## config.mk

```make
export PLATFORM = sky130hd
export DESIGN_NAME = mm_amp_power_command_decoder
export DESIGN_NICKNAME = d
export VERILOG_FILES = /design/src/amp_cmd_pkg.sv /design/src/pkt_crc16.sv /design/src/avalon_regs.sv /design/src/mm_amp_power_command_decoder.sv
export VERILOG_INCLUDE_DIRS = /design/src
export SDC_FILE = /design/constraint.sdc
export NUM_CORES = 1
export LEC_CHECK = 0
export BUFFER_PORTS_ARGS = -buffer_cell sky130_fd_sc_hd__buf_4
export CAP_MARGIN = 20
export CORE_MARGIN = 8
export CORE_UTILIZATION = 50
export DETAILED_ROUTE_END_ITERATION = 12
export HOLD_SLACK_MARGIN = 0.15
export PLACE_DENSITY = 0.82
export SYNTH_ARGS = -nofsm -noshare
export SYNTH_HDL_FRONTEND = slang
export SYNTH_SLANG_ARGS = --single-unit
```

## constraint.sdc

```tcl
create_clock -name mclk -period 2.7 [get_ports mclk]
set_input_delay 0.54 -clock mclk [delete_from_list [all_inputs] [get_ports mclk]]
set_output_delay 0.54 -clock mclk [all_outputs]
set_load 0.01 [all_outputs]
```

## src/amp_cmd_cfg.svh

```systemverilog
// offsets, field values, field positions and reset values for the
// millimetre amplifier power command decoder
// assumes: included by its bare name from the crc, register bus and decoder modules
`ifndef AMP_CMD_CFG_SVH
`define AMP_CMD_CFG_SVH

// ----------------------------------------------------------------------
// register offsets (byte addresses, one aligned word each)
// ----------------------------------------------------------------------
`define OFS_CTRL 4'h0
`define OFS_STATUS 4'h4
`define OFS_READBACK 4'h8
`define OFS_SEQ 4'hc

// ----------------------------------------------------------------------
// fixed packet header values
// ----------------------------------------------------------------------
`define PKT_VERSION 3'h0
`define PKT_TYPE_BIT 1'h1
`define PKT_DFH_FLAG 1'h1
`define PKT_APID 7'h47
`define PKT_CATEGORY 4'hc
`define PKT_SEQ_FLAGS 2'h3
`define PKT_SRC_GROUND 3'h0
`define PKT_LENGTH 16'h0007
`define PKT_PUS_VERSION 3'h0
`define PKT_CKSUM_FLAG 1'h1
`define PKT_ACK 4'h1
`define PKT_SVC_TYPE 8'hc0
`define PKT_SUBTYPE 8'h07
`define PKT_PAD 8'h00
`define PKT_WORDS 4'h8

// ----------------------------------------------------------------------
// field positions and reset values
// ----------------------------------------------------------------------
`define CTRL_REG_AMP_BIT 8
`define RDBK_AMP_BIT 7
`define AMP_CTRL_RESET 1'h0
`define CMD_POWER_ON 16'h0001
`define CMD_POWER_OFF 16'h0000

`endif

```

## src/amp_cmd_pkg.sv

```systemverilog
// types shared by the command decoder modules
// assumes: nothing beyond the config header
package amp_cmd_pkg;
  typedef enum logic [1:0] {
    PK_IDLE,
    PK_BODY,
    PK_CHECK
  } pkt_state_e;

  typedef enum logic [2:0] {
    VERDICT_NONE,
    VERDICT_OK,
    VERDICT_HEADER,
    VERDICT_SEQ,
    VERDICT_CKSUM,
    VERDICT_OTHER
  } verdict_e;
endpackage : amp_cmd_pkg

```

## src/pkt_crc16.sv

```systemverilog
// crc-16 (ccitt polynomial, preset all ones) over 16-bit words
// assumes: clear and word strobe come from the packet receiver
`timescale 1ns/100ps
`include "amp_cmd_cfg.svh"

module pkt_crc16 (
  input wire logic mclk,
  input wire logic rst,
  input wire logic clear,
  input wire logic wordValid,
  input wire logic [15:0] word,
  output logic [15:0] crc
);
  logic [15:0] next_crc;
  logic [15:0] acc;

  // ----------------------------------------------------------------------
  // bitwise update, msb first; a loop keeps one copy of the shift step
  // ----------------------------------------------------------------------
  always_comb begin
    acc = crc;
    for (int i = 15; i >= 0; i--) begin
      if (acc[15] ^ word[i]) begin
        acc = {acc[14:0], 1'b0} ^ 16'h1021;
      end else begin
        acc = {acc[14:0], 1'b0};
      end
    end
    next_crc = crc;
    if (clear) begin
      next_crc = 16'hffff;
    end else if (wordValid) begin
      next_crc = acc;
    end
  end

  always_ff @(posedge mclk) begin
    if (rst) begin
      crc <= 16'hffff;
    end else begin
      crc <= next_crc;
    end
  end
endmodule : pkt_crc16

```

## src/avalon_regs.sv

```systemverilog
// avalon-mm slave holding the control, status and readback words
// assumes: one request at a time; answer one cycle after it is raised
`timescale 1ns/100ps
`include "amp_cmd_cfg.svh"

module avalon_regs (
  input wire logic mclk,
  input wire logic rst,
  input wire logic [3:0] address,
  input wire logic read,
  input wire logic write,
  input wire logic [31:0] writedata,
  input wire logic [3:0] byteenable,
  output logic [31:0] readdata,
  output logic waitrequest,
  input wire logic [15:0] sensorUnitControlReg,
  input wire logic [15:0] readbackWord,
  input wire logic [31:0] statusWord,
  input wire logic [10:0] expectedSeq,
  output logic swRestart
);
  logic next_waitrequest;
  logic [31:0] next_readdata;
  logic next_swRestart;
  logic served;

  // ----------------------------------------------------------------------
  // one wait cycle, then answer; served stops a second answer
  // ----------------------------------------------------------------------
  always_comb begin
    next_waitrequest = 1'b1;
    next_readdata = readdata;
    next_swRestart = 1'b0;
    if ((read || write) && waitrequest && !served) begin
      next_waitrequest = 1'b0;
      if (read) begin
        case (address)
          `OFS_CTRL: next_readdata = {16'h0000, sensorUnitControlReg};
          `OFS_STATUS: next_readdata = statusWord;
          `OFS_READBACK: next_readdata = {16'h0000, readbackWord};
          `OFS_SEQ: next_readdata = {21'h000000, expectedSeq};
          default: next_readdata = 32'h00000000; // unmapped reads zero
        endcase
      end
    end
    // a write lands only at the edge that completes the transfer
    if (write && !waitrequest && address == `OFS_CTRL && byteenable[0]
        && writedata[0]) begin
      next_swRestart = 1'b1; // software restart sets ampCtrl back to its reset value
    end
  end

  always_ff @(posedge mclk) begin
    if (rst) begin
      waitrequest <= 1'b1;
      readdata <= 32'h00000000;
      swRestart <= 1'b0;
      served <= 1'b0;
    end else begin
      waitrequest <= next_waitrequest;
      readdata <= next_readdata;
      swRestart <= next_swRestart;
      served <= !next_waitrequest;
    end
  end
endmodule : avalon_regs

```

## src/mm_amp_power_command_decoder.sv

```systemverilog
// decoder for the millimetre amplifier power telecommand
// assumes: packets arrive as 16-bit words with a first-word marker,
// one word per cycle when tcValid is high; registers over avalon-mm
//
// Local design decisions: the register addresses and the Avalon-MM slave port.
`timescale 1ns/100ps
`include "amp_cmd_cfg.svh"

module mm_amp_power_command_decoder #(
  parameter int SEQ_WIDTH = 11
) (
  input wire logic mclk,
  input wire logic rst,
  input wire logic tcValid,
  input wire logic tcFirst,
  input wire logic [15:0] tcWord,
  input wire logic [3:0] address,
  input wire logic read,
  input wire logic write,
  input wire logic [31:0] writedata,
  input wire logic [3:0] byteenable,
  output logic [31:0] readdata,
  output logic waitrequest,
  output logic ampCtrl,
  output logic cmdAccept,
  output logic cmdReject
);
  amp_cmd_pkg::pkt_state_e state;
  amp_cmd_pkg::pkt_state_e next_state;
  logic [3:0] wordIdx;
  logic [3:0] next_wordIdx;
  logic [15:0] hdr [0:7];
  logic [15:0] next_hdr [0:7];
  logic [SEQ_WIDTH-1:0] expectedSeq;
  logic [SEQ_WIDTH-1:0] next_expectedSeq;
  logic next_ampCtrl;
  logic next_cmdAccept;
  logic next_cmdReject;
  logic [7:0] acceptCount;
  logic [7:0] next_acceptCount;
  logic [7:0] rejectCount;
  logic [7:0] next_rejectCount;
  amp_cmd_pkg::verdict_e lastVerdict;
  amp_cmd_pkg::verdict_e next_lastVerdict;
  amp_cmd_pkg::verdict_e verdict;
  logic [15:0] crc;
  logic crcClear;
  logic crcFeed;
  logic swRestart;
  logic headerOk;
  logic classOk;
  logic seqOk;
  logic [15:0] sensorUnitControlReg;
  logic [15:0] readbackWord;
  logic [31:0] statusWord;
  // named views of the fixed header fields
  logic [2:0] versionField;
  logic typeBitField;
  logic dfhFlagField;
  logic [6:0] apidField;
  logic [3:0] categoryField;
  logic [1:0] seqFlagsField;
  logic [2:0] sourceField;
  logic [SEQ_WIDTH-1:0] seqCountField;
  logic [15:0] lengthField;
  logic spareField;
  logic [2:0] pusVersionField;
  logic cksumFlagField;
  logic [2:0] reservedField;
  logic [3:0] ackField;
  logic [7:0] svcTypeField;
  logic [7:0] subtypeField;
  logic [7:0] padField;
  logic [15:0] dataField;
  logic [15:0] checkField;

  // ----------------------------------------------------------------------
  // checksum and register bus
  // ----------------------------------------------------------------------
  // the crc runs over words 1 to 6; word 0 presets it and word 7 is the check word
  assign crcClear = tcValid && tcFirst;
  assign crcFeed = tcValid && !tcFirst && state == amp_cmd_pkg::PK_BODY
                   && wordIdx < `PKT_WORDS - 4'h1;

  pkt_crc16 u_crc (
    .mclk(mclk),
    .rst(rst),
    .clear(crcClear),
    .wordValid(crcFeed || crcClear),
    .word(tcWord),
    .crc(crc)
  );

  // word 0 only presets the crc: clear wins over the feed in the crc
  logic [15:0] crcFirst;

  avalon_regs u_regs (
    .mclk(mclk),
    .rst(rst),
    .address(address),
    .read(read),
    .write(write),
    .writedata(writedata),
    .byteenable(byteenable),
    .readdata(readdata),
    .waitrequest(waitrequest),
    .sensorUnitControlReg(sensorUnitControlReg),
    .readbackWord(readbackWord),
    .statusWord(statusWord),
    .expectedSeq(expectedSeq),
    .swRestart(swRestart)
  );

  // ----------------------------------------------------------------------
  // views of the control bit and the status word
  // ----------------------------------------------------------------------
  always_comb begin
    sensorUnitControlReg = 16'h0000;
    sensorUnitControlReg[`CTRL_REG_AMP_BIT] = ampCtrl;
    readbackWord = 16'h0000;
    readbackWord[`RDBK_AMP_BIT] = ampCtrl;
    statusWord = {13'h0000, lastVerdict, rejectCount, acceptCount};
  end

  // ----------------------------------------------------------------------
  // field views of the collected words
  // ----------------------------------------------------------------------
  // word layout: 0 id, 1 sequence, 2 length, 3 service header,
  // 4 type and subtype, 5 pad, 6 data, 7 check word
  always_comb begin
    versionField = hdr[0][15:13];
    typeBitField = hdr[0][12];
    dfhFlagField = hdr[0][11];
    apidField = hdr[0][10:4];
    categoryField = hdr[0][3:0];
    seqFlagsField = hdr[1][15:14];
    sourceField = hdr[1][13:11];
    seqCountField = hdr[1][SEQ_WIDTH-1:0];
    lengthField = hdr[2];
    spareField = hdr[3][15];
    pusVersionField = hdr[3][14:12];
    cksumFlagField = hdr[3][11];
    reservedField = hdr[3][10:8];
    ackField = hdr[3][3:0];
    svcTypeField = hdr[4][15:8];
    subtypeField = hdr[4][7:0];
    padField = hdr[5][7:0];
    dataField = hdr[6];
    checkField = hdr[7];
  end

  // ----------------------------------------------------------------------
  // header checks on the collected words
  // ----------------------------------------------------------------------
  // a header fault rejects the packet; nothing is executed from it
  always_comb begin
    headerOk = versionField == `PKT_VERSION
            && typeBitField == `PKT_TYPE_BIT
            && dfhFlagField == `PKT_DFH_FLAG
            && apidField == `PKT_APID
            && categoryField == `PKT_CATEGORY
            && seqFlagsField == `PKT_SEQ_FLAGS
            && sourceField == `PKT_SRC_GROUND
            && lengthField == `PKT_LENGTH
            && spareField == 1'b0
            && pusVersionField == `PKT_PUS_VERSION
            && cksumFlagField == `PKT_CKSUM_FLAG
            && reservedField == 3'h0
            && ackField == `PKT_ACK
            && padField == `PKT_PAD;
    // type 192 and subtype 7 pick this command out of the others
    classOk = svcTypeField == `PKT_SVC_TYPE
           && subtypeField == `PKT_SUBTYPE;
    // only the one pairing is served here, so one counter suffices
    seqOk = seqCountField == expectedSeq;
  end

  // ----------------------------------------------------------------------
  // verdict once the check word is in
  // ----------------------------------------------------------------------
  always_comb begin
    verdict = amp_cmd_pkg::VERDICT_NONE;
    if (state == amp_cmd_pkg::PK_CHECK) begin
      if (checkField != crcFirst) begin
        verdict = amp_cmd_pkg::VERDICT_CKSUM;
      end else if (!headerOk) begin
        verdict = amp_cmd_pkg::VERDICT_HEADER;
      end else if (!classOk) begin
        verdict = amp_cmd_pkg::VERDICT_OTHER;
      end else if (!seqOk) begin
        verdict = amp_cmd_pkg::VERDICT_SEQ;
      end else if (dataField != `CMD_POWER_ON
                   && dataField != `CMD_POWER_OFF) begin
        verdict = amp_cmd_pkg::VERDICT_OTHER;
      end else begin
        verdict = amp_cmd_pkg::VERDICT_OK;
      end
    end
  end

  assign crcFirst = crc;

  // ----------------------------------------------------------------------
  // packet receiver and command execution
  // ----------------------------------------------------------------------
  always_comb begin
    next_state = state;
    next_wordIdx = wordIdx;
    next_hdr = hdr;
    next_expectedSeq = expectedSeq;
    next_ampCtrl = ampCtrl;
    next_cmdAccept = 1'b0;
    next_cmdReject = 1'b0;
    next_acceptCount = acceptCount;
    next_rejectCount = rejectCount;
    next_lastVerdict = lastVerdict;
    case (state)
      amp_cmd_pkg::PK_IDLE: begin
        if (tcValid && tcFirst) begin
          next_hdr[0] = tcWord;
          next_wordIdx = 4'h1;
          next_state = amp_cmd_pkg::PK_BODY;
        end
      end
      amp_cmd_pkg::PK_BODY: begin
        if (tcValid && tcFirst) begin
          // a new start drops a truncated packet without executing it
          next_hdr[0] = tcWord;
          next_wordIdx = 4'h1;
          next_rejectCount = rejectCount + 8'h01;
          next_lastVerdict = amp_cmd_pkg::VERDICT_HEADER;
          next_cmdReject = 1'b1;
        end else if (tcValid) begin
          next_hdr[wordIdx[2:0]] = tcWord;
          next_wordIdx = wordIdx + 4'h1;
          if (wordIdx == `PKT_WORDS - 4'h1) begin
            next_state = amp_cmd_pkg::PK_CHECK;
          end
        end
      end
      amp_cmd_pkg::PK_CHECK: begin
        next_state = amp_cmd_pkg::PK_IDLE;
        next_lastVerdict = verdict;
        if (verdict == amp_cmd_pkg::VERDICT_OK) begin
          next_ampCtrl = ~hdr[6][0];
          next_expectedSeq = expectedSeq + 1'b1;
          next_acceptCount = acceptCount + 8'h01;
          next_cmdAccept = 1'b1;
        end else begin
          // every refused packet is counted and pulsed, bad data too
          next_rejectCount = rejectCount + 8'h01;
          next_cmdReject = 1'b1;
        end
      end
      default: next_state = amp_cmd_pkg::PK_IDLE;
    endcase
    if (swRestart) begin
      next_ampCtrl = `AMP_CTRL_RESET;
    end
  end

  // registers only; reset leaves the amplifier on and the bus idle
  always_ff @(posedge mclk) begin
    if (rst) begin
      state <= amp_cmd_pkg::PK_IDLE;
      wordIdx <= 4'h0;
      for (int i = 0; i < 8; i++) begin
        hdr[i] <= 16'h0000;
      end
      expectedSeq <= '0;
      ampCtrl <= `AMP_CTRL_RESET;
      cmdAccept <= 1'b0;
      cmdReject <= 1'b0;
      acceptCount <= 8'h00;
      rejectCount <= 8'h00;
      lastVerdict <= amp_cmd_pkg::VERDICT_NONE;
    end else begin
      state <= next_state;
      wordIdx <= next_wordIdx;
      hdr <= next_hdr;
      expectedSeq <= next_expectedSeq;
      ampCtrl <= next_ampCtrl;
      cmdAccept <= next_cmdAccept;
      cmdReject <= next_cmdReject;
      acceptCount <= next_acceptCount;
      rejectCount <= next_rejectCount;
      lastVerdict <= next_lastVerdict;
    end
  end
endmodule : mm_amp_power_command_decoder

```

== After elaboration in Yosys (flattened, before gate mapping) ==
Index checks and enable logic that the tools add are counted.

* $add $sub $neg: 4
* Magnitude comparators: 3
* Eq/ne operators: 24
* Mux-type cells: 50
* Bitwise logic cells: 37
* Reductions and logical operators: 51

{| class="wikitable"
|+ Operator list
! cell !! count
|-
| $mux 13 || 16
|-
| $bwmux 128 || 1
|-
| $mux 128 || 1
|-
| $pmux 19 s4 || 1
|-
| $demux 16 s3 || 1
|-
| $mux 16 || 3
|-
| $not 3->3 || 16
|-
| $pmux 16 s2 || 1
|-
| $logic_and 1x1->1 || 26
|-
| $mux 3 || 7
|-
| $add 8x1->8 const B || 2
|-
| $eq 16x3->1 const B || 1
|-
| $mux 8 || 2
|-
| $ne 16x1->1 const B || 1
|-
| $ne 16x16->1 || 1
|-
| $pmux 8 s2 || 1
|-
| $reduce_bool 16->1 || 1
|-
| $xor 1x1->1 || 16
|-
| $eq 4x4->1 const B || 3
|-
| $logic_not 3->1 || 4
|-
| $mux 4 || 3
|-
| $add 11x1->11 const B || 1
|-
| $eq 11x11->1 || 1
|-
| $ne 2x2->1 const B || 5
|-
| 32 further kinds || 54
|}

* Flip-flop bits (word level): 218
* Input port bits: 62
* Logic and storage cells: 191

== Depth between registers and ports, before layout ==
Gate-level depths: netlist of the first run.

* Depth in word-level cells: 32
* Mapped depth: 10
* Gate-level depth less buffers: 8

== By module ==
From an unflattened synthesis of the first run, not the netlist that was laid out.

* Cells, all modules: 1,023
* Area total of the unflattened synthesis: 9,435.3 um^2

{| class="wikitable"
|+ By module, submodules not included
! module !! instances !! cells an instance !! area each (um^2) !! sequential area each (um^2)
|-
| mm_amp_power_command_decoder || 1 || 739 || 6,685.2 || 3,103.0
|-
| avalon_regs || 1 || 169 || 1,642.8 || 700.7
|-
| pkt_crc16 || 1 || 115 || 1,107.3 || 320.3
|}

== Worst setup path after synthesis of the first run ==
OpenSTA, ideal clock, no wires.

* Path kind: register -> register
* Start point: register hdr[55] (netlist name)
* End point: register acceptCount[7]
* Arrival: 2.585 ns
* Setup slack: 0.044 ns
* Cell stages (with the launch flop): 9
* Path buffers: 2
* Period minus slack after synthesis: 2.656 ns
* Path through: dfxtp_1 > or4b_1 > nor4_2 > nand4_1 > or4b_1 > buf_2 > buf_6 > or4_1 > a21oi_1

* Cells in the longest elaborated chain, start to end: 8

{| class="wikitable"
|+ Ends and longest elaborated chain
! what !! line !! text
|-
| start, declared || mm_amp_power_command_decoder.sv:32 || <nowiki>logic [15:0] hdr [0:7];</nowiki>
|-
| start signal, assigned || mm_amp_power_command_decoder.sv:280 || <nowiki>hdr <= next_hdr;</nowiki>
|-
| $eq 8x3->1 (no source line) || n/a ||
|-
| $logic_and 1x1->1 (no source line) || n/a ||
|-
| $mux 3 || mm_amp_power_command_decoder.sv:188 || <nowiki>end else if (!classOk) begin</nowiki>
|-
| $mux 3 || mm_amp_power_command_decoder.sv:186 || <nowiki>end else if (!headerOk) begin</nowiki>
|-
| $mux 3 || mm_amp_power_command_decoder.sv:184 || <nowiki>if (checkField != crcFirst) begin</nowiki>
|-
| $mux 3 || mm_amp_power_command_decoder.sv:183 || <nowiki>if (state == amp_cmd_pkg::PK_CHECK) begin</nowiki>
|-
| $eq 3x1->1 || mm_amp_power_command_decoder.sv:244 || <nowiki>if (verdict == amp_cmd_pkg::VERDICT_OK) begin</nowiki>
|-
| $reduce_and 2->1 (no source line) || n/a ||
|-
| end signal, assigned || mm_amp_power_command_decoder.sv:285 || <nowiki>acceptCount <= next_acceptCount;</nowiki>
|-
| end, declared || mm_amp_power_command_decoder.sv:39 || <nowiki>logic [7:0] acceptCount;</nowiki>
|}

Every way passes these cells.
A chain may end at the register's enable or synchronous reset.

== Worst setup path in the final report of the first run ==
* Start point: register hdr, in the netlist lengthField[13]
* End point: register expectedSeq[9]

* Cells in the longest elaborated chain, start to end: 13

{| class="wikitable"
|+ Ends and longest elaborated chain
! what !! line !! text
|-
| $eq 16x3->1 (no source line) || n/a ||
|-
| $logic_and 1x1->1 (no source line) || n/a ||
|-
| $logic_and 1x1->1 || mm_amp_power_command_decoder.sv:157 || <nowiki>headerOk = versionField == `PKT_VERSION</nowiki>
|-
| $logic_and 1x1->1 (no source line) (2 in a row) || n/a ||
|-
| $logic_and 1x1->1 || mm_amp_power_command_decoder.sv:157 ||
|-
| $logic_and 1x1->1 (no source line) (2 in a row) || n/a ||
|-
| $mux 3 || mm_amp_power_command_decoder.sv:186 ||
|-
| $mux 3 || mm_amp_power_command_decoder.sv:184 ||
|-
| $mux 3 || mm_amp_power_command_decoder.sv:183 ||
|-
| $eq 3x1->1 || mm_amp_power_command_decoder.sv:244 ||
|-
| $reduce_and 2->1 (no source line) || n/a ||
|-
| end signal, assigned || mm_amp_power_command_decoder.sv:281 || <nowiki>expectedSeq <= next_expectedSeq;</nowiki>
|-
| end, declared || mm_amp_power_command_decoder.sv:34 || <nowiki>logic [SEQ_WIDTH-1:0] expectedSeq;</nowiki>
|}

Every way passes these cells.

==> flow_metrics.py, run 1 <==
metrics = {
    "place": {
        "gpl.final_weighted_congestion": 0.8241,
        "placedInstanceArea_mm2": 0.009480,
        "post-place-ws_ns": -0.1433,
        "dp.final_hpwl_mm": 13.88,
        "placement.io_buffers": 50,
    },
    "routing": {
        "dr.first_iter.drc_count": 645,
        "drt-wirelength-per-cell_um": 17.32,
        "ant_nets": 0,
        "drtPass1Iterations": 5,
        "drc": 0,
        "dr_total_vias": 6950,
        "viasPerCell": 5.628,
        "postRouteWirelength_mm": 21.39,
    },
    "sta": {
        "finalWorstSetupSlack_ns": -0.03891,
        "drv_slew": 0,
        "timing_worst_slew_pin_value_ns": 0.5851,
        "relSlewSlack_pct": 60.63,
        "layout_worst_path_cycle_share_pct": 101.4,
        "setup_viol_count_final": 12,
        "timing.fmax_ghz": 0.3651,
        "grt_setup_unrepaired": "yes",
        "finClkSkew_ns": 0.007780,
        "period_needed_ns": 2.739,
        "final_hold_vios": 0,
    },
    "power": {
        "vdd_drop_max_v": 0.0005519,
        "sw_share_pct": 24.52,
        "combPwrFrac_pct": 11.6,
        "total_leakage_power_nw": 4.214,
        "p_per_area_mw_per_mm2": 592.4,
        "internal-power_w": 0.004573,
        "seqPwrFrac_pct": 48.0,
        "power.switching_w": 0.001485,
        "power_frac_clock_pct": 40.5,
    },
    "final_layout": {
        "areaGrowthSynthToFinish_pct": 17.36,
        "fin_util_pct": 59.54,
        "drive_above_1_share_pct": 16.63,
        "mostFrequentLayoutCell": "dfxtp_1",
        "design.final.nets": 1068,
        "highest_count_cells_in_the_layout_ignoring_fill_and_taps": "dfxtp_1, nor2_1, mux2i_1, buf_4, nand2_1",
        "antenna_cells_inserted": 0,
        "fill_cells": 1416,
        "final_cell_area_mm2": 0.01023,
    },
    "clock_network": {
        "deepest_clock_path_buffer_count": 2,
        "holdBufCountCts": 0,
        "cts_inserted_buffers": 17,
        "htree_num_levels": 4,
        "numClockSinks": 193,
        "clk_pin_slew_ns": 0.07,
        "clock_insertion_delay_worst_skew_ns": 0.43,
        "tritoncts": "yes",
        "clk_root_buffer_cell": "clkbuf_16",
    },
    "run": {
        "maxcap_viol_count": 0,
    },
    "global_route": {
        "grt_ovf": 0,
        "grtUsageTotal_pct": 19.31,
        "grt_pass1_vias": 6672,
        "initial_antenna_violation_count": 0,
        "grt_max_degree": 68,
        "first_pass_grt_wire_length_mm": 34.04,
    },
    "floorplan": {
        "die_h_um": 148.0,
        "die-width_um": 148.0,
        "initial_core_util_pct": 50.73,
        "io-pin-count": 98,
        "core.rowCount": 48,
        "core_region_area_mm2": 0.01718,
        "fp.dieArea_mm2": 0.02191,
    },
    "outcome": {
        "failed_checks": "negative setup slack",
        "status": "finished with violations",
    },
    "logic_synthesis": {
        "seq_area_frac_synth_pct": 44.34,
        "synthesis.instances": 939,
        "synth_warnings": 0,
        "most_used_flip_flop_cell_after_synthesis": "dfxtp_1",
        "post_synthesis_async_set_or_reset_flop_share_pct": 0,
        "ys_ff_latch": 193,
        "syn-mean-instance-area_um2": 9.279,
        "number_of_flops_mapped_to_enable_cells_by_yosys": 0,
        "synth.distinct_cells": 50,
        "syn_area_mm2": 0.008713,
    },
    "setup_path": {
        "worstPathMaxFanout": 13,
        "worstReg2RegEnd": "expectedSeq[9]",
        "timing.critical_path.to_type": "register",
        "worstReg2RegStart": "lengthField[13]",
        "reg2reg_depth": 7,
        "criticalPathCategory": "reg -> reg",
        "worst_setup_path_start_kind": "register",
        "rrSetupSlack_ns": -0.04,
        "required_ns": 3.07,
        "cp.arrival_ns": 3.11,
    },
    "hold_path": {
        "worst_hold_path_type": "in -> reg",
        "timing.hold.worst.start": "write",
        "hold-path-cell-count": 3,
        "worst_hold_path.endpoint": "u_regs.swRestart",
    },
}
-- cell usage after synthesis, drive strengths merged (8+ instances only) --
cell,count,area (um^2)
xor2,29,254.0
a21oi,46,230.2
dfxtp,193,3864
nor2b,9,56.30
nand2,65,244.0
nor4b,8,76.32
nor4,18,118.9
o21ai,14,70.07
nand4,15,93.84
mux2i,105,1051
nor2,143,536.8
clkbuf,60,225.2
nand3,18,90.09
buf,19,128.9
mux2,12,135.1
a22oi,19,142.6
or4,15,112.6
nor3,11,55.05
o31ai,15,112.6
inv,12,45.04
xnor2,39,341.6
-- flip-flops by register name (all words and copies together), names as in the netlist --
signal,count
hdr,51
u_regs.readdata,19
checkField,16
dataField,16
lengthField,16
u_crc.crc,16
expectedSeq,11
acceptCount,8
rejectCount,8
apidField,7
ackField,4
categoryField,4
wordIdx,4
lastVerdict,3
state,2
ampCtrl,1
cksumFlagField,1
cmdAccept,1
cmdReject,1
dfhFlagField,1
u_regs.served,1
u_regs.swRestart,1
u_regs.waitrequest,1
-- critical path, stage by stage, from the launching register on --
cell and delay, ns:
dfxtp_1 0.33, nor4b_2 0.39, nand4b_1 0.26, nor4_2 0.35, or4b_4 0.53, buf_12 0.17, or4_4 0.51, a21oi_2 0.14
-- kinds of logic (layout without fill, tap and decap cells) --
kind of cell	count (synthesis)	in the layout	share of synthesized area [%]
mux	117	117	13.61
buf+inv	91	150	4.581
compound gates	112	112	8.042
flops	193	193	44.34
simple gates	341	341	19.18
other cells	1	13	0.04304
xor+xnor	77	77	9.190
fa+ha+maj	7	7	1.005
-- repair_timing --
action,in CTS,in global routing
pin swaps,1,1
setup endpoints to repair,14,20
resized for setup,13,12
cloned,1,0
setup buffers,3,3
-- final cells by class --
type                            instances  area, um^2  share of cell area, %
Clock inverter                          8       107.6                  1.052
Inverter                               12       45.04                 0.4405
Multi-Input combinational cell        667        4604                  45.03
Timing Repair Buffer                  108       868.3                  8.491
Sequential cell                       193        3865                  37.80
Tap cell                              225       281.5                  2.753
Clock buffer                           22       454.2                  4.441
-- per-layer routing --
layer | vias up | track usage (%) | wire length (um)
met5 | - | 0 | 0
met2 | 205 | 32.19 | 10300
met3 | 30 | 3.821 | 1265
met4 | 0 | 5.966 | 355
met1 | 3343 | 24.65 | 9465
li1 | 3372 | - | -
-- worst max-delay path by stage --
stage | startpoint | to | slack (ns) | cells past startpoint
2_1_floorplan | hdr[55] | acceptCount[7] | 0.04 | 8
3_3_place_gp | hdr[55] | expectedSeq[9] | -0.09 | 7
3_5_place_dp | hdr[55] | expectedSeq[9] | -0.14 | 7
4_1_cts | hdr[51] | expectedSeq[9] | -0.06 | 7
5_1_grt | hdr[58] | acceptCount[6] | -0.14 | 7
6_report | lengthField[13] | expectedSeq[9] | -0.04 | 7
-- through the flow --
stage | total power (W) | setup TNS (ns) | cells | hold slack, ns
2_1_floorplan | 0.003436 | 0 | 951 | 0.3695
3_3_place_gp | 0.003622 | -0.7491 | 1198 | 0.3769
3_5_place_dp | 0.003639 | -1.286 | 1198 | 0.3856
4_1_cts | 0.006076 | -0.2792 | 1232 | 0.3407
5_1_grt | 0.006241 | -1.875 | 1235 | 0.3487
6_report | 0.006058 | -0.2393 | 1235 | 0.3456
-- power by group through the flow --
| stage | sequential [W] | clock [W] | combinational (W) |
|---|---|---|---|
| floorplan | 0.00296 | 0 | 0.000473 |
| global placement | 0.00297 | 0 | 0.000655 |
| detailed placement | 0.00297 | 0 | 0.000671 |
| CTS | 0.00290 | 0.00248 | 0.000693 |
| global route | 0.00291 | 0.00258 | 0.000749 |
| finish | 0.00291 | 0.00245 | 0.000700 |
Power figures use the tool's default switching activity.
==> run 2: changes to the inputs <==
- RECOVER_POWER: not set -> 100
==> run 2 against run 1 <==
Against the previous run: clock power barely moved; worst hold slack is essentially flat; count of clock-buffer cells in the layout unchanged; first-iteration DRC count fell by 0.62%; the flow still finishes with violations (negative setup slack); die area did not move; clock skew about the same; sequential share of layout area grew 0.51 points; flip-flop and latch count unchanged; critical path type unchanged; highest routed layer unchanged; largest cell class unchanged.
==> flow_metrics.py, run 2 (synthesis results as in run 1) <==
metrics = {
    "outcome": {
        "status": "finished with violations",
        "failed_checks": "negative setup slack",
    },
    "routing": {
        "dr_total_vias": 6957,
        "drt-wirelength-per-cell_um": 17.33,
        "ant_nets": 0,
        "dr.first_iter.drc_count": 641,
        "drtPass1Iterations": 5,
        "postRouteWirelength_mm": 21.40,
        "drc": 0,
        "viasPerCell": 5.633,
    },
    "clock_network": {
        "tritoncts": "yes",
        "deepest_clock_path_buffer_count": 2,
        "numClockSinks": 193,
        "htree_num_levels": 4,
        "clock_insertion_delay_worst_skew_ns": 0.43,
        "clk_root_buffer_cell": "clkbuf_16",
        "cts_inserted_buffers": 17,
        "holdBufCountCts": 0,
        "clk_pin_slew_ns": 0.06,
    },
    "final_layout": {
        "design.final.nets": 1068,
        "fill_cells": 1438,
        "largest-register": "hdr",
        "areaGrowthSynthToFinish_pct": 15.80,
        "drive_above_1_share_pct": 13.37,
        "fin_util_pct": 58.74,
        "mostFrequentLayoutCell": "dfxtp_1",
        "antenna_cells_inserted": 0,
        "highest_count_cells_in_the_layout_ignoring_fill_and_taps": "dfxtp_1, nor2_1, mux2i_1, buf_4, nand2_1",
        "final_cell_area_mm2": 0.01009,
        "largest_reg_flops": 51,
        "leading_registers_by_flop_count": "hdr: 51 flops, u_regs.readdata: 19 flops",
    },
    "global_route": {
        "first_pass_grt_wire_length_mm": 34.04,
        "groute.layer.met1.usage_pct": 24.65,
        "grt_max_degree": 68,
        "grtUsageTotal_pct": 19.31,
        "grt.busiest_layer": "met2",
        "grt_ovf": 0,
        "initial_antenna_violation_count": 0,
        "gr-usage-met2_pct": 32.19,
        "global_route.usage.met3_pct": 3.821,
        "grt_pass1_vias": 6672,
    },
    "hold_path": {
        "worst_hold_path_type": "in -> reg",
    },
    "place": {
        "gpl.final_weighted_congestion": 0.8241,
        "placedInstanceArea_mm2": 0.009480,
        "placement.io_buffers": 50,
        "dp.final_hpwl_mm": 13.88,
    },
    "run": {
        "maxcap_viol_count": 0,
    },
    "sta": {
        "finalWorstSetupSlack_ns": -0.03931,
        "relSlewSlack_pct": 48.88,
        "layout_worst_path_cycle_share_pct": 101.5,
        "timing_worst_slew_pin_value_ns": 0.7669,
        "period_needed_ns": 2.739,
        "setup_viol_count_final": 10,
        "final_hold_vios": 0,
        "drv_slew": 0,
        "grt_setup_unrepaired": "yes",
        "finClkSkew_ns": 0.007710,
        "timing.fmax_ghz": 0.3651,
    },
    "power": {
        "p_per_area_mw_per_mm2": 599.1,
        "total_leakage_power_nw": 4.084,
        "vdd_drop_max_v": 0.0005517,
    },
    "floorplan": {
        "die_h_um": 148.0,
        "core.rowCount": 48,
        "fp.dieArea_mm2": 0.02191,
        "die-width_um": 148.0,
        "core_region_area_mm2": 0.01718,
        "initial_core_util_pct": 50.73,
        "io-pin-count": 98,
    },
    "setup_path": {
        "timing.critical_path.to_type": "register",
        "cp_cell_sequence": "or4b_4 > nor4_4 > nand4_1 > or4b_4 > buf_12 > or4_4 > a21oi_2",
        "required_ns": 3.06,
        "criticalPathCategory": "reg -> reg",
        "cp.arrival_ns": 3.10,
        "worstPathMaxFanout": 13,
        "max_stage_delay_ns": 0.56,
        "critPathBufInv": 1,
        "timing.critical_path.max_delay_family": "simple AND/OR/NAND/NOR gates",
        "worst_setup_path_start_kind": "register",
        "path_common_cell": "or4b_4",
        "critical_path.slowest_cell": "or4b_4",
    },
}
[run 2: changes by cell type in the layout (fill, tap and decap cells not counted)]
cell / delta
buf_4: -37
clkbuf_1: +31
clkbuf_2: +6
nor3b_1: +1
nor3b_2: -1
or3b_1: +1
or3b_2: -1
[run 2: power by group]
part           switching [W]  leakage, nW  total, W  internal, W
registers          0.0000281         1.56   0.00291      0.00288
logic               0.000388         2.26  0.000680     0.000292
clock network        0.00107        0.264   0.00246      0.00138
total                0.00149         4.08   0.00604      0.00455
[run 2: worst paths after layout]
kind | startpoint | end | slack (ns) | cells past startpoint
worst max-delay path | hdr[51] | acceptCount[7] | -0.04 | 7
worst min-delay path | write | u_regs.swRestart | 0.35 | 3
worst max register to register | hdr[51] | acceptCount[7] | -0.04 | 7
worst min register to register | u_regs.swRestart | ampCtrl | 0.39 | 1
[run 2: worst min-delay path, stage by stage]
cell     delay (ns)
buf_4          0.11
nand2_1        0.05
nor4_1         0.03
[run 2: metrics by stage]
step / instances / worst slack (ns) / hold WS [ns] / total power, W / setup TNS [ns]
after global routing: 1235 / -0.1419 / 0.3487 / 0.006222 / -1.998
after detailed placement: 1198 / -0.1433 / 0.3856 / 0.003639 / -1.286
after global placement: 1198 / -0.09060 / 0.3769 / 0.003622 / -0.7491
final: 1235 / -0.03931 / 0.3459 / 0.006045 / -0.2277
after CTS: 1232 / -0.06015 / 0.3407 / 0.006076 / -0.2792
after floorplan: 951 / 0.04441 / 0.3695 / 0.003436 / 0
[run 2: area by class of cell]
class,count,area (um^2),share of cell area [%]
clock buffer,22,454.2,4.501
clock inverter,8,107.6,1.066
inverter,12,45.04,0.4464
multi-input combinational,667,4599,45.59
sequential,193,3865,38.31
tap,225,281.5,2.790
timing repair buffer,108,737.0,7.304
[run 2: what timing repair did]
action,CTS,global route
gates cloned,1,0
pin swaps,1,1
buffers inserted,3,3
gates resized for setup,13,12
setup endpoints to repair,14,20
[run 2: per-layer routing]
layer | up-vias | part of all wire, %
met1 | 3351 | 44
met5 | - | 0
met2 | 204 | 48
met4 | 0 | 1.9
met3 | 34 | 5.7
li1 | 3368 | -
==> run 3: changes to the inputs <==
- RECOVER_POWER: 100 -> 25
- TNS_END_PERCENT: not set -> 100
==> run 3 against run 2 <==
Against the previous run: cell count did not move; register-to-register slack about the same; flip-flop and latch count stayed put; clock power hardly changed; highest routed layer unchanged; die area is the same; total power rose by 0.20%; the flow still finishes with violations (negative setup slack); largest power group unchanged; global-route usage stayed put.
==> flow_metrics.py, run 3 (synthesis results as in run 1) <==
metrics = {
    "sta": {
        "layout_worst_path_cycle_share_pct": 101.6,
        "grt_setup_unrepaired": "yes",
        "final_hold_vios": 0,
        "timing.fmax_ghz": 0.3646,
        "finClkSkew_ns": 0.007855,
        "setup_viol_count_final": 12,
        "fin_worst_hold_slack_ns": 0.3455,
        "timing_worst_slew_pin_value_ns": 0.7051,
        "finalWorstSetupSlack_ns": -0.04242,
        "drv_slew": 0,
        "relSlewSlack_pct": 53.00,
        "period_needed_ns": 2.742,
    },
    "hold_path": {
        "worst_hold_path_type": "in -> reg",
    },
    "place": {
        "placedInstanceArea_mm2": 0.009480,
        "dp.final_hpwl_mm": 13.88,
        "placement.io_buffers": 50,
        "gpl.final_weighted_congestion": 0.8241,
    },
    "clock_network": {
        "tritoncts": "yes",
        "clock_insertion_delay_worst_skew_ns": 0.43,
        "htree_num_levels": 4,
        "cts_inserted_buffers": 17,
        "numClockSinks": 193,
        "deepest_clock_path_buffer_count": 2,
        "holdBufCountCts": 0,
        "clk_pin_slew_ns": 0.07,
        "clk_root_buffer_cell": "clkbuf_16",
    },
    "floorplan": {
        "core_region_area_mm2": 0.01718,
        "die_h_um": 148.0,
        "io-pin-count": 98,
        "fp.dieArea_mm2": 0.02191,
        "initial_core_util_pct": 50.73,
        "core.rowCount": 48,
        "die-width_um": 148.0,
    },
    "final_layout": {
        "fill_cells": 1427,
        "largest_reg_flops": 51,
        "drive_above_1_share_pct": 14.06,
        "combined_area_of_the_multi_input_logic_cells_mm2": 0.004604,
        "seqCellArea_mm2": 0.003865,
        "areaGrowthSynthToFinish_pct": 16.24,
        "largest-register": "hdr",
        "final_cell_area_mm2": 0.01013,
        "fin_util_pct": 58.97,
        "highest_count_cells_in_the_layout_ignoring_fill_and_taps": "dfxtp_1, nor2_1, mux2i_1, buf_4, nand2_1",
        "leading_registers_by_flop_count": "hdr: 51 flops, u_regs.readdata: 19 flops",
        "mostFrequentLayoutCell": "dfxtp_1",
        "design.final.nets": 1068,
        "antenna_cells_inserted": 0,
    },
    "global_route": {
        "grt_pass1_vias": 6672,
        "first_pass_grt_wire_length_mm": 34.04,
        "grtUsageTotal_pct": 19.31,
        "grt_max_degree": 68,
        "initial_antenna_violation_count": 0,
        "grt_ovf": 0,
    },
    "setup_path": {
        "criticalPathCategory": "reg -> reg",
        "max_stage_delay_ns": 0.53,
        "worstPathMaxFanout": 13,
        "required_ns": 3.07,
        "cp.arrival_ns": 3.11,
        "critical_path.slowest_cell": "or4b_4",
        "timing.critical_path.to_type": "register",
        "timing.critical_path.max_delay_family": "simple AND/OR/NAND/NOR gates",
        "cp_cell_sequence": "nor4b_1 > nand4_1 > nor4_2 > or4b_4 > buf_12 > or4_4 > a21oi_2",
        "critPathBufInv": 1,
        "worst_setup_path_start_kind": "register",
    },
    "routing": {
        "drc": 0,
        "viasPerCell": 5.649,
        "ant_nets": 0,
        "dr_total_vias": 6976,
        "dr.first_iter.drc_count": 615,
        "postRouteWirelength_mm": 21.34,
        "drtPass1Iterations": 5,
        "drt-wirelength-per-cell_um": 17.28,
    },
    "power": {
        "total_leakage_power_nw": 4.106,
        "power_w": 0.006057,
        "p_per_area_mw_per_mm2": 598.0,
        "vdd_drop_max_v": 0.0005503,
    },
    "outcome": {
        "failed_checks": "negative setup slack",
        "status": "finished with violations",
    },
    "run": {
        "maxcap_viol_count": 0,
    },
}
## run 3: cell count changes in the layout (fill, tap and decap cells not counted)
cell	before	now
or3b_2	0	1
clkbuf_2	6	0
or3b_1	1	0
buf_4	67	78
nor3b_1	4	3
clkbuf_1	35	30
nor3b_2	0	1
## run 3: repair_timing
item	in CTS	in global routing
gates cloned	1	0
setup buffers	3	3
endpoints found under the hold margin	0	0
endpoints found under the setup margin	14	20
pin swaps	1	1
gates resized for setup	13	12
## run 3: worst register-to-register path: stages (launching register included)
cell	delay, ns
dfxtp_1	0.32
nor4b_1	0.37
nand4_1	0.27
nor4_2	0.38
or4b_4	0.53
buf_12	0.17
or4_4	0.51
a21oi_2	0.14
## run 3: area by class of cell
cell class / instances / area share, %
clock inverter: 8 / 1.062
clock buffer: 22 / 4.484
multi-input combinational: 667 / 45.46
tap: 225 / 2.779
sequential: 193 / 38.16
timing repair buffer: 108 / 7.610
inverter: 12 / 0.4447
## run 3: final timing paths
check | start | to | slack, ns | depth (start not counted)
max reg2reg | lengthField[6] | expectedSeq[9] | -0.04 | 7
max | lengthField[6] | expectedSeq[9] | -0.04 | 7
min | write | u_regs.swRestart | 0.35 | 3
min reg2reg | u_regs.swRestart | ampCtrl | 0.39 | 1
## run 3: layer usage
layer	track usage [%]	share of wire, %	up-vias
met5	0	0	-
met1	24.65	44	3358
li1	-	-	3365
met2	32.19	48	223
met3	3.821	6.2	30
met4	5.966	1.6	0
## run 3: stage by stage
| step | setup WS, ns | std cells | TNS [ns] |
|---|---|---|---|
| after floorplan | 0.04441 | 951 | 0 |
| after global placement | -0.09060 | 1198 | -0.7491 |
| after detailed placement | -0.1433 | 1198 | -1.286 |
| after CTS | -0.06015 | 1232 | -0.2792 |
| after global routing | -0.1419 | 1235 | -1.875 |
| final | -0.04242 | 1235 | -0.2712 |
## run 3: where the power goes
| part | internal, W | total [W] | switching [W] |
|---|---|---|---|
| Sequential | 0.00288 | 0.00291 | 0.0000279 |
| Clock | 0.00138 | 0.00245 | 0.00107 |
| Combinational | 0.000308 | 0.000699 | 0.000390 |
